File: src/dagu_params.svh
`ifndef DAGU_PARAMS_SVH
`define DAGU_PARAMS_SVH
// Contract
// - mode nibble 0xf selects bit-reversed index arithmetic
// - bit-reversed stepping applies to the plus-offset update only; index-add under mode 0xf is bit-reversed too
// - long immediate gives a 16-bit absolute X or Y address
// - short immediate gives a 6-bit address in X, Y or XY
// - XY access drives the same address to X and Y together
// - two 8-bit moves pair only as one X and one Y move
// - long indexed uses any of twelve registers, post-modified
// - offset amount comes from the paired modulo-offset register
// - parallel moves use index 0/1 for X, 4/5 for Y, +-1, +n
// - every standard update may run without a memory move
// - full index-add writes source plus 16-bit immediate to target
// - short index-add takes 6-bit immediate, source index 8 to 11
// - index-add wraps under the source register's mode
// - index loads by move, immediate, or zero base plus immediate
// - address-unit index updates happen in the decode stage
// - non-address reads see the previous write immediately
// - index-add result is usable by the very next instruction
// - execute-stage write beats a same-cycle decode-stage write
// - modulo-offset holds mode in [15:12], signed offset [11:0]
// - mode 0 linear, 1 to 14 circular with size 2^(m+1)
// - twelve 16-bit index registers paired with modulo-offsets
`define DAGU_NREG        12
`define DAGU_W           16
`define DAGU_SEL_W       4
`define DAGU_MODE_MSB    15
`define DAGU_MODE_LSB    12
`define DAGU_OFF_MSB     11
`define DAGU_MODE_LINEAR 4'h0
`define DAGU_MODE_REV    4'hf
`define DAGU_MODE_TOP    4'hf
`define DAGU_SHORT_MSB   5
`define DAGU_SHORT_PAD   10
`define DAGU_SADD_LO     4'h8
`define DAGU_SADD_HI     4'hb
`define DAGU_PAR_X0      4'h0
`define DAGU_PAR_X1      4'h1
`define DAGU_PAR_Y0      4'h4
`define DAGU_PAR_Y1      4'h5
`define DAGU_RST         16'h0000
`define DAGU_ONE         16'h0001
`define DAGU_TWO         16'h0002
`define DAGU_ONES        16'hffff
`endif

File: src/dagu_pkg.sv
`include "dagu_params.svh"
package dagu_pkg;
  typedef enum logic [2:0] {
    OP_NONE, OP_LONG_IMM, OP_SHORT_IMM, OP_INDEXED,
    OP_PAR, OP_UPDATE, OP_ADD_FULL, OP_ADD_SHORT
  } dagu_op_e;
  typedef enum logic [1:0] {SP_X, SP_Y, SP_XY, SP_P} dagu_space_e;
  typedef enum logic [2:0] {
    UP_NONE, UP_INC1, UP_DEC1, UP_INC2, UP_DEC2, UP_ADDN, UP_SUBN
  } dagu_upd_e;
  typedef logic [`DAGU_W-1:0]     dagu_word_t;
  typedef logic [`DAGU_SEL_W-1:0] dagu_sel_t;
  typedef struct packed {
    logic        valid;
    dagu_op_e    op;
    dagu_space_e space;
    dagu_sel_t   idx;
    dagu_upd_e   upd;
    dagu_sel_t   src;
    logic        zero_base;
    dagu_word_t  imm;
    dagu_sel_t   y_idx;
    dagu_upd_e   y_upd;
  } dagu_req_s;
  typedef struct packed {
    logic       we;
    dagu_sel_t  sel;
    dagu_word_t data;
  } dagu_wr_s;
  typedef struct packed {
    logic       x_valid;
    dagu_word_t x_addr;
    logic       y_valid;
    dagu_word_t y_addr;
    logic       p_valid;
    dagu_word_t p_addr;
    logic       xy;
  } dagu_addr_s;
endpackage
File: src/dagu_core.sv
`include "dagu_params.svh"
module dagu_core (
  input  wire logic                core_clk,
  input  wire logic                reset,
  input  wire logic                ce,
  input  wire dagu_pkg::dagu_req_s dec_req,
  input  wire dagu_pkg::dagu_wr_s  ex_idx_wr,
  input  wire dagu_pkg::dagu_wr_s  ex_nm_wr,
  input  wire dagu_pkg::dagu_sel_t rd_sel,
  output dagu_pkg::dagu_word_t     rd_idx,
  output dagu_pkg::dagu_word_t     rd_nm,
  output dagu_pkg::dagu_addr_s     addr_out,
  output logic                     req_error
);
  dagu_pkg::dagu_word_t idx_q [`DAGU_NREG];
  dagu_pkg::dagu_word_t nm_q  [`DAGU_NREG];
  logic                 wa_en;
  logic                 wb_en;
  dagu_pkg::dagu_sel_t  wa_sel;
  dagu_pkg::dagu_sel_t  wb_sel;
  dagu_pkg::dagu_word_t wa_val;
  dagu_pkg::dagu_word_t wb_val;
  dagu_pkg::dagu_addr_s next_addr;
  logic                 next_err;

  function automatic dagu_pkg::dagu_word_t rev16(
    input dagu_pkg::dagu_word_t a);
    dagu_pkg::dagu_word_t m;
    m = {<<{a}};
    return m;
  endfunction

  function automatic dagu_pkg::dagu_word_t offs(
    input dagu_pkg::dagu_word_t nm);
    return {{(`DAGU_MODE_MSB-`DAGU_OFF_MSB){nm[`DAGU_OFF_MSB]}},
            nm[`DAGU_OFF_MSB:0]};
  endfunction

  // core arithmetic shared by post-updates and index-add
  function automatic dagu_pkg::dagu_word_t agen(
    input dagu_pkg::dagu_word_t iv,
    input dagu_pkg::dagu_word_t nm,
    input dagu_pkg::dagu_word_t st,
    input logic                 rev_ok);
    logic [3:0]           mode;
    dagu_pkg::dagu_word_t mask;
    dagu_pkg::dagu_word_t mag;
    mode = nm[`DAGU_MODE_MSB:`DAGU_MODE_LSB];
    mask = `DAGU_ONES >> (`DAGU_MODE_TOP - mode);
    mag  = st[`DAGU_W-1] ? (~st + `DAGU_ONE) : st;
    if (mode == `DAGU_MODE_REV) begin
      // reversed carry chain: msb first, as rev-add-rev
      if (rev_ok)
        return rev16(rev16(iv) + rev16(st));
      return iv + st;
    end
    if (mode == `DAGU_MODE_LINEAR || mag > mask)
      return iv + st;
    // base stays, low bits wrap inside the power-of-two buffer
    return (iv & ~mask) | ((iv + st) & mask);
  endfunction

  function automatic dagu_pkg::dagu_word_t stepv(
    input dagu_pkg::dagu_upd_e  u,
    input dagu_pkg::dagu_word_t nm);
    case (u)
      dagu_pkg::UP_INC1: return `DAGU_ONE;
      dagu_pkg::UP_DEC1: return `DAGU_ONES;
      dagu_pkg::UP_INC2: return `DAGU_TWO;
      dagu_pkg::UP_DEC2: return ~`DAGU_TWO + `DAGU_ONE;
      dagu_pkg::UP_ADDN: return offs(nm);
      dagu_pkg::UP_SUBN: return ~offs(nm) + `DAGU_ONE;
      default:           return `DAGU_RST;
    endcase
  endfunction

  function automatic dagu_pkg::dagu_word_t upd_of(
    input dagu_pkg::dagu_sel_t s,
    input dagu_pkg::dagu_upd_e u,
    input dagu_pkg::dagu_word_t iv,
    input dagu_pkg::dagu_word_t nm);
    return agen(iv, nm, stepv(u, nm),
                u == dagu_pkg::UP_ADDN);
  endfunction

  // plain reads bypass the pipeline; last write is visible now
  assign rd_idx = (rd_sel < `DAGU_NREG) ? idx_q[rd_sel]
                                        : `DAGU_RST;
  assign rd_nm  = (rd_sel < `DAGU_NREG) ? nm_q[rd_sel] : `DAGU_RST;

  // decode-stage address and update formation
  always_comb begin
    logic                 bad;
    dagu_pkg::dagu_sel_t  s;
    dagu_pkg::dagu_word_t a;
    bad       = 1'b0;
    s         = dec_req.src;
    a         = `DAGU_RST;
    wa_en     = 1'b0;
    wb_en     = 1'b0;
    wa_sel    = dec_req.idx;
    wb_sel    = dec_req.y_idx;
    wa_val    = `DAGU_RST;
    wb_val    = `DAGU_RST;
    next_addr = '0;
    if (dec_req.idx >= `DAGU_NREG)
      bad = 1'b1;
    if (dec_req.valid && !bad) begin
      case (dec_req.op)
        dagu_pkg::OP_LONG_IMM: begin
          if (dec_req.space == dagu_pkg::SP_X ||
              dec_req.space == dagu_pkg::SP_Y)
            a = dec_req.imm;
          else
            bad = 1'b1;
        end
        dagu_pkg::OP_SHORT_IMM: begin
          if (dec_req.space == dagu_pkg::SP_P)
            bad = 1'b1;
          a = {{`DAGU_SHORT_PAD{1'b0}},
               dec_req.imm[`DAGU_SHORT_MSB:0]};
        end
        dagu_pkg::OP_INDEXED, dagu_pkg::OP_UPDATE: begin
          a      = idx_q[dec_req.idx];
          wa_en  = dec_req.upd != dagu_pkg::UP_NONE;
          wa_val = upd_of(dec_req.idx, dec_req.upd,
                          idx_q[dec_req.idx], nm_q[dec_req.idx]);
        end
        dagu_pkg::OP_PAR: begin
          // X slot from 0/1, Y slot from 4/5, short update menu
          if (!(dec_req.idx == `DAGU_PAR_X0 ||
                dec_req.idx == `DAGU_PAR_X1) ||
              !(dec_req.y_idx == `DAGU_PAR_Y0 ||
                dec_req.y_idx == `DAGU_PAR_Y1) ||
              dec_req.upd == dagu_pkg::UP_INC2 ||
              dec_req.upd == dagu_pkg::UP_DEC2 ||
              dec_req.upd == dagu_pkg::UP_SUBN ||
              dec_req.y_upd == dagu_pkg::UP_INC2 ||
              dec_req.y_upd == dagu_pkg::UP_DEC2 ||
              dec_req.y_upd == dagu_pkg::UP_SUBN)
            bad = 1'b1;
          else begin
            a      = idx_q[dec_req.idx];
            wa_en  = dec_req.upd != dagu_pkg::UP_NONE;
            wa_val = upd_of(dec_req.idx, dec_req.upd,
                            idx_q[dec_req.idx], nm_q[dec_req.idx]);
            wb_en  = dec_req.y_upd != dagu_pkg::UP_NONE;
            wb_val = upd_of(dec_req.y_idx, dec_req.y_upd,
                            idx_q[dec_req.y_idx],
                            nm_q[dec_req.y_idx]);
          end
        end
        dagu_pkg::OP_ADD_FULL: begin
          if (!dec_req.zero_base && s >= `DAGU_NREG)
            bad = 1'b1;
          else begin
            wa_en  = 1'b1;
            // zero base loads the immediate as is
            wa_val = dec_req.zero_base ? dec_req.imm
                   : agen(idx_q[s], nm_q[s], dec_req.imm,
                          1'b1);
          end
        end
        dagu_pkg::OP_ADD_SHORT: begin
          if (s < `DAGU_SADD_LO || s > `DAGU_SADD_HI)
            bad = 1'b1;
          else begin
            wa_en  = 1'b1;
            wa_val = agen(idx_q[s], nm_q[s],
                          {{`DAGU_SHORT_PAD{1'b0}},
                           dec_req.imm[`DAGU_SHORT_MSB:0]},
                          1'b1);
          end
        end
        default: ;
      endcase
    end
    if (bad) begin
      wa_en = 1'b0;
      wb_en = 1'b0;
    end else if (dec_req.valid) begin
      case (dec_req.op)
        dagu_pkg::OP_LONG_IMM, dagu_pkg::OP_SHORT_IMM,
        dagu_pkg::OP_INDEXED: begin
          next_addr.xy      = dec_req.space == dagu_pkg::SP_XY;
          next_addr.x_valid = dec_req.space == dagu_pkg::SP_X ||
                              next_addr.xy;
          next_addr.y_valid = dec_req.space == dagu_pkg::SP_Y ||
                              next_addr.xy;
          next_addr.p_valid = dec_req.space == dagu_pkg::SP_P;
          next_addr.x_addr  = a;
          next_addr.y_addr  = a;
          next_addr.p_addr  = a;
        end
        dagu_pkg::OP_PAR: begin
          next_addr.x_valid = 1'b1;
          next_addr.x_addr  = a;
          next_addr.y_valid = 1'b1;
          next_addr.y_addr  = idx_q[dec_req.y_idx];
        end
        default: ;
      endcase
    end
    next_err = dec_req.valid && bad;
  end

  for (genvar g = 0; g < `DAGU_NREG; g++) begin : g_reg
    always_ff @(posedge core_clk) begin
      if (reset)
        idx_q[g] <= `DAGU_RST;
      else if (ce) begin
        // execute write wins; the decode value is simply dropped
        if (ex_idx_wr.we && ex_idx_wr.sel == 4'(g))
          idx_q[g] <= ex_idx_wr.data;
        else if (wa_en && wa_sel == 4'(g))
          idx_q[g] <= wa_val;
        else if (wb_en && wb_sel == 4'(g))
          idx_q[g] <= wb_val;
      end
    end
    always_ff @(posedge core_clk) begin
      if (reset)
        nm_q[g] <= `DAGU_RST;
      else if (ce && ex_nm_wr.we && ex_nm_wr.sel == 4'(g))
        nm_q[g] <= ex_nm_wr.data;
    end
  end

  always_ff @(posedge core_clk) begin
    if (reset) begin
      addr_out  <= '0;
      req_error <= 1'b0;
    end else if (ce) begin
      addr_out  <= next_addr;
      req_error <= next_err;
    end
  end

  // mode and buffer mask of the add source, for the add checks
  logic [3:0]           src_mode;
  dagu_pkg::dagu_word_t src_mask;
  assign src_mode = (dec_req.src < `DAGU_NREG) ?
                    nm_q[dec_req.src][`DAGU_MODE_MSB:`DAGU_MODE_LSB] : 4'h0;
  assign src_mask = `DAGU_ONES >> (`DAGU_MODE_TOP - src_mode);
endmodule

File: config.mk
export PLATFORM = sky130hd
export DESIGN_NAME = dagu_core
export DESIGN_NICKNAME = d
export VERILOG_FILES = /design/src/dagu_pkg.sv /design/src/dagu_core.sv
export VERILOG_INCLUDE_DIRS = /design/src /design/src/src
export SDC_FILE = /design/constraint.sdc
export NUM_CORES = 2
export LEC_CHECK = 0
export BUFFER_PORTS_ARGS = -buffer_cell sky130_fd_sc_hd__clkbuf_2
export CAP_MARGIN = 40
export CELL_PAD_IN_SITES_DETAIL_PLACEMENT = 1
export CELL_PAD_IN_SITES_GLOBAL_PLACEMENT = 2
export CORE_UTILIZATION = 35
export DETAILED_ROUTE_END_ITERATION = 12
export PLACE_DENSITY_LB_ADDON = 0.3
export REMOVE_ABC_BUFFERS = 1
export SYNTH_ARGS = -nofsm -noshare
export SYNTH_HDL_FRONTEND = slang
export SYNTH_SLANG_ARGS = --single-unit
File: constraint.sdc
create_clock -name core_clk -period 11.54 [get_ports core_clk]
set_input_delay 1.154 -clock core_clk [delete_from_list [all_inputs] [get_ports core_clk]]
set_output_delay 1.154 -clock core_clk [all_outputs]
set_load 0.03 [all_outputs]
# Word level (Yosys, flattened, before mapping)
# Memory sizes are Yosys's and may differ from the RTL's.
# Index checks and enable logic that the tools add are counted.
# word_totals
regBits,53
latchBits,0
ram_bits,384
rom_bits,0
inputBits,90
out_inout_bits,85
wordCells,672
mem_count,2
# memory_table
memory,depth,width,read_ports,rd_ports_with_merged_regs,write_ports,line,rtl
idx_q,12,16,4,0,12,dagu_core.sv:15,dagu_pkg::dagu_word_t idx_q [`DAGU_NREG];
nm_q,12,16,4,0,12,dagu_core.sv:16,dagu_pkg::dagu_word_t nm_q [`DAGU_NREG];
# classes
n_addsub,19
mul,0
div_mod_pow,0
magnitude_cmp,10
eq_ne,69
shifts,3
n_mux,405
bitwise,70
reduce_logical,86
# op_table
op,count
16-bit two-way mux,101
1-bit two-way mux,294
16-bit case mux with 6 select lines,2
16-bit adder,9
16-bit NOT,9
16-bit AND,8
16-bit case mux with 4 select lines,2
52-bit two-way mux,2
"16-bit by 1-bit adder with 16-bit output, second input constant",6
16-bit OR,5
"4-bit equality test, second input constant",19
34-bit case mux with 2 select lines,1
"4-bit by 3-bit equality test with 1-bit output, second input constant",16
16-bit greater-than comparator,4
1-bit logical AND,52
1-bit OR,48
"16-bit by 4-bit >> shifter with 16-bit output, first input constant",3
"4-bit by 2-bit equality test with 1-bit output, second input constant",8
"3-bit equality test, second input constant",10
4-bit logical NOT,7
"3-bit by 2-bit equality test with 1-bit output, second input constant",6
1-bit logical OR,18
18-bit two-way mux,1
16-bit by 6-bit adder with 16-bit output,1
16 further kinds,30

# Longest topological paths before layout
# logic_depth
depth_word,30
depth_mapped,30
depth_no_buf,25

# Least setup slack after synthesis
# No wires, ideal clock.
# synth_path
path_type,input-to-reg
startpoint,input port dec_req[3] in the netlist's numbering
endpoint,memory idx_q[4][13] in the netlist's numbering (data pin)
setup_ps,260
t_arrival_ps,6487
required_ps,11280
setup_slack_ps,4794
cell_stages,27
n_path_buf,4
path_cell_list,buf_4 -> buf_4 -> mux4_2 -> a21oi_1 -> ha_1 -> nor4bb_1 -> nor3_1 -> xnor2_1 -> o211ai_1 -> and2_1 -> nand2b_1 -> nor4_2 -> a21oi_1 -> xor2_1 -> ha_1 -> a21o_1 -> a21o_1 -> a211oi_1 -> o21ai_0 -> a21oi_1 -> o21a_1 -> buf_2 -> buf_1 -> a21oi_1 -> a311o_1 -> a31oi_1 -> a211oi_1
# synth_rtl
element,line,rtl
start: declaration,dagu_core.sv:6,"input wire dagu_pkg::dagu_req_s dec_req,"
end: declaration,dagu_core.sv:15,

==> impl_table.tex <==
\begin{tabular}{lr}
\hline
Metric & Value \\
\hline
\multicolumn{2}{l}{\textbf{Status}} \\
Result of the run & completed \\
\multicolumn{2}{l}{\textbf{Clock tree}} \\
Clock tree from TritonCTS & done \\
Later-pin clock latency in the skew report & 0.67 ns \\
Clock Sink Count & 437 \\
Buffers from clock root to sink, at most & 3 \\
Quantity of hold-fixing buffers added after cts & 0 \\
Setup Fix Bufs, Post-CTS & 0 \\
H-tree Lvls & 2 \\
Post-CTS sizing & 0 \\
CTS Buf Count & 50 \\
Clock slew seen by the registers of the worst setup and hold paths & 0.06 ns \\
Clock tree root buffer cell & clkbuf\_16 \\
\multicolumn{2}{l}{\textbf{Cells and area}} \\
Area Growth Syn to Fin & 11.2\% \\
Area of the multi-input gates & 0.0239 mm\^{}2 \\
Combined flip-flop and latch cell area & 0.0126 mm\^{}2 \\
FILL cells & 11868 \\
Number of nets at the end of the flow & 3887 \\
Layout cell share with drive strength beyond 1 & 23.1\% \\
\multicolumn{2}{l}{\textbf{Die}} \\
Width of the chip & 332 um \\
Core outline area & 0.108 mm\^{}2 \\
Number of core rows & 120 \\
Die height & 332 um \\
Initial Util & 35.4\% \\
Die Area & 0.110 mm\^{}2 \\
I/O Pins & 175 \\
\multicolumn{2}{l}{\textbf{Synth}} \\
Cells after Synth & 3622 \\
Async set-or-reset flop fraction in the synthesized netlist & 0\% \\
Number of warnings printed during yosys synthesis & 0 \\
EDFF count, synth & 384 \\
Post-Synthesis Mean Instance Area & 10.5 um\^{}2 \\
Cell area after synthesis & 0.0381 mm\^{}2 \\
Prevailing post-synth register cell & edfxtp\_1 \\
Post-synth cell types & 100 \\
Flops \& latches, synth & 437 \\
Share of the yosys chip area belonging to registers & 33.1\% \\
\multicolumn{2}{l}{\textbf{Pwr}} \\
Total design power & 5.26 mW \\
Switching power & 1.93 mW \\
Cell Int Power & 3.32 mW \\
Worst VDD drop & 0.000114 V \\
Combinational share of power & 34.1\% \\
Sw frac & 36.7\% \\
Total power per unit cell area & 124 mW/mm\^{}2 \\
Reg power frac & 35.3\% \\
Leakage & 15.8 nW \\
Fraction of power consumed by the clock network & 30.7\% \\
\multicolumn{2}{l}{\textbf{Detailed routing}} \\
Count of routing violations after the opening detailed-route iteration & 4161 \\
Final Routed Wirelength & 173 mm \\
Total number of vias & 33780 \\
Iteration count of the initial detailed-routing pass & 5 \\
Routed len/inst & 33.6 um \\
Post-route antenna net violation count & 0 \\
Via density per instance & 6.58 \\
Final routed DRC violation total & 0 \\
\multicolumn{2}{l}{\textbf{Worst setup path}} \\
RR Endpoint & idx\_q[4][4] \\
Top fanout value on the critical path & 43 \\
Reg2reg start & nm\_q[4][1] \\
Sort of element at the start of the critical path & primary input \\
Reg2Reg Depth & 21 \\
Register-to-register setup slack & 3.98 ns \\
Worst EP required & 11.95 ns \\
Sort of element at the end of the critical path & flip-flop \\
Worst Path Arrival & 9.00 ns \\
Critical Setup Path Class & primary input to flip-flop \\
\multicolumn{2}{l}{\textbf{Global route}} \\
Antenna violations before repair & 9 \\
Overflow after GRT & 0 \\
Largest net degree at the start of global routing & 54 \\
Wire length of the first global-routing pass & 247 mm \\
Number of global-route vias before repair & 33648 \\
All-Layer GR Usage & 30.8\% \\
\multicolumn{2}{l}{\textbf{Timing}} \\
Unrepaired setup endpoints after global routing & false \\
Accumulated negative setup slack & 0 ns \\
Max-slew violations & 0 \\
Max Freq & 0.116 GHz \\
Period Utilization, post-route & 74.4\% \\
Hold violation count in the final report & 0 \\
Number of endpoints failing setup at the final stage & 0 \\
Worst-margin pin slew & 1.03 ns \\
Clock skew & 0.0492 ns \\
Normalized max-slew margin & 31.5\% \\
Post-route minimum period & 8.59 ns \\
\multicolumn{2}{l}{\textbf{Place}} \\
Total of buffers placed on input and output ports & 174 \\
Gpl congestion & 0.952 \\
DP HPWL & 125 mm \\
\multicolumn{2}{l}{\textbf{Min path}} \\
Worst min-delay path class & flip-flop to flip-flop \\
Hold Path Depth & 2 \\
Worst hold start & addr\_out[13] \\
Worst Hold End & addr\_out[13] \\
\multicolumn{2}{l}{\textbf{Job}} \\
Maxcap violations & 0 \\
\hline
\end{tabular}
placed cells by master, fill, tap and decap left out, types with 17 or more instances in the layout:
master / n
nand3_1: 66
nand2_1: 331
or2_2: 22
and3_1: 48
nor3_1: 54
mux2i_1: 141
a211oi_1: 27
a22o_1: 121
inv_1: 103
buf_4: 118
nor2_1: 178
clkbuf_2: 165
xor2_1: 39
a221o_1: 18
mux4_2: 335
dfxtp_1: 53
o22ai_1: 17
mux2_2: 23
o21ai_0: 251
o211ai_1: 36
o21ai_1: 22
edfxtp_1: 384
a31oi_1: 29
o21a_1: 19
o31ai_1: 17
a21oi_1: 172
nand4_1: 25
nand2b_1: 28
xnor2_1: 75
nor2_2: 17
a21o_1: 54
ha_1: 107
and2_1: 214
clkbuf_16: 51
nor2b_1: 18
layout make-up:
type	instances	share of cell area, %
inverters	109	0.966
clock buffers	66	3.22
multi-input cells	2769	56.3
clock inverters	26	0.570
well taps	1403	4.14
repair buffers	316	5.01
diodes	6	0.0354
flip-flops and latches	437	29.7
routing by layer:
metal / track usage (%) / vias up / wire, um
met2: 49.1 / 1835 / 79000
met4: 13.3 / 6 / 8140
li1: - / 14188 / -
met5: 0 / - / 46
met3: 5.39 / 388 / 15300
met1: 41.0 / 17363 / 70100
state kept, by name, indices dropped and copies added (netlist names):
signal and flops:
idx_q 192, req_error 1, nm_q 192, addr_out 52
through the flow:
| step | hold slack, ns | area (um^2) | instances | util, % | setup WS [ns] |
|---|---|---|---|---|---|
| global route | 0.489 | 42400 | 5130 | 39.4 | 2.39 |
| global placement | 0.439 | 40300 | 4992 | 37.5 | 2.42 |
| CTS | 0.461 | 42300 | 5125 | 39.4 | 3.01 |
| floorplan | 0.584 | 36700 | 3315 | - | 4.76 |
| finish | 0.457 | 42400 | 5132 | 39.4 | 2.95 |
| detailed placement | 0.448 | 40700 | 5033 | 37.9 | 2.36 |
cells in the mapped netlist, drive strengths merged, types with 28 or more instances:
cell type	number	area [um^2]
o211ai	36	270
and2	215	1350
a21o	54	405
nand3	66	330
and3	48	300
xor2	39	342
dfxtp	53	1060
clkbuf	202	759
inv	109	409
a31oi	32	219
a21oi	175	887
nor2	196	736
edfxtp	384	11500
a211oi	28	210
buf	108	613
ha	107	1340
o21ai	274	1380
nor3	60	320
nand2b	28	175
mux4	335	7540
a22o	121	1060
mux2i	150	1580
xnor2	75	657
nand2	331	1240
power groups by stage:
stage | Combinational (mW) | Sequential (mW) | Clock [mW]
3_5_place_dp | 1.75 | 1.88 | 0
2_1_floorplan | 1.05 | 1.86 | 0
5_1_grt | 1.90 | 1.86 | 1.67
3_3_place_gp | 1.72 | 1.88 | 0
6_report | 1.79 | 1.85 | 1.61
4_1_cts | 1.76 | 1.85 | 1.62
worst max-delay path by stage:
stage	endpoint	startpoint	slack, ns	cells after the start
finish	idx_q[4][4]	dec_req[31]	2.95	23
global route	idx_q[4][4]	dec_req[31]	2.39	25
CTS	idx_q[4][4]	dec_req[31]	3.01	23
detailed placement	idx_q[4][4]	dec_req[31]	2.36	23
global placement	idx_q[4][8]	dec_req[31]	2.42	23
floorplan	idx_q[8][1]	dec_req[31]	4.76	22
kinds of logic (layout without fill, tap and decap cells):
family	count (synthesis)	after routing	share of synthesized area, %
other cells	1	10	0.00985
buf+inv	419	517	4.68
xor+xnor	114	114	2.62
simple gates	1076	1076	14.2
flops	437	437	33.1
fa+ha+maj	114	114	3.88
compound gates	952	952	16.9
mux	509	509	24.7
critical path: stages:
cell,delay [ns]
buf_6,0.49
buf_4,0.62
mux4_2,0.58
mux2_2,0.31
mux2i_4,0.25
ha_1,0.26
o211ai_1,0.21
nand4b_1,0.26
and3_1,0.25
a21o_1,0.17
nor4_1,0.26
nor2b_1,0.30
a21oi_1,0.12
xor2_1,0.18
ha_1,0.33
a2111oi_0,0.11
a2111o_1,0.42
a32o_1,0.51
and3_1,0.33
o221a_2,0.30
o21ai_1,0.63
nand2_1,0.42
a221o_1,0.43
No activity file was read; power rests on OpenSTA's default activity.
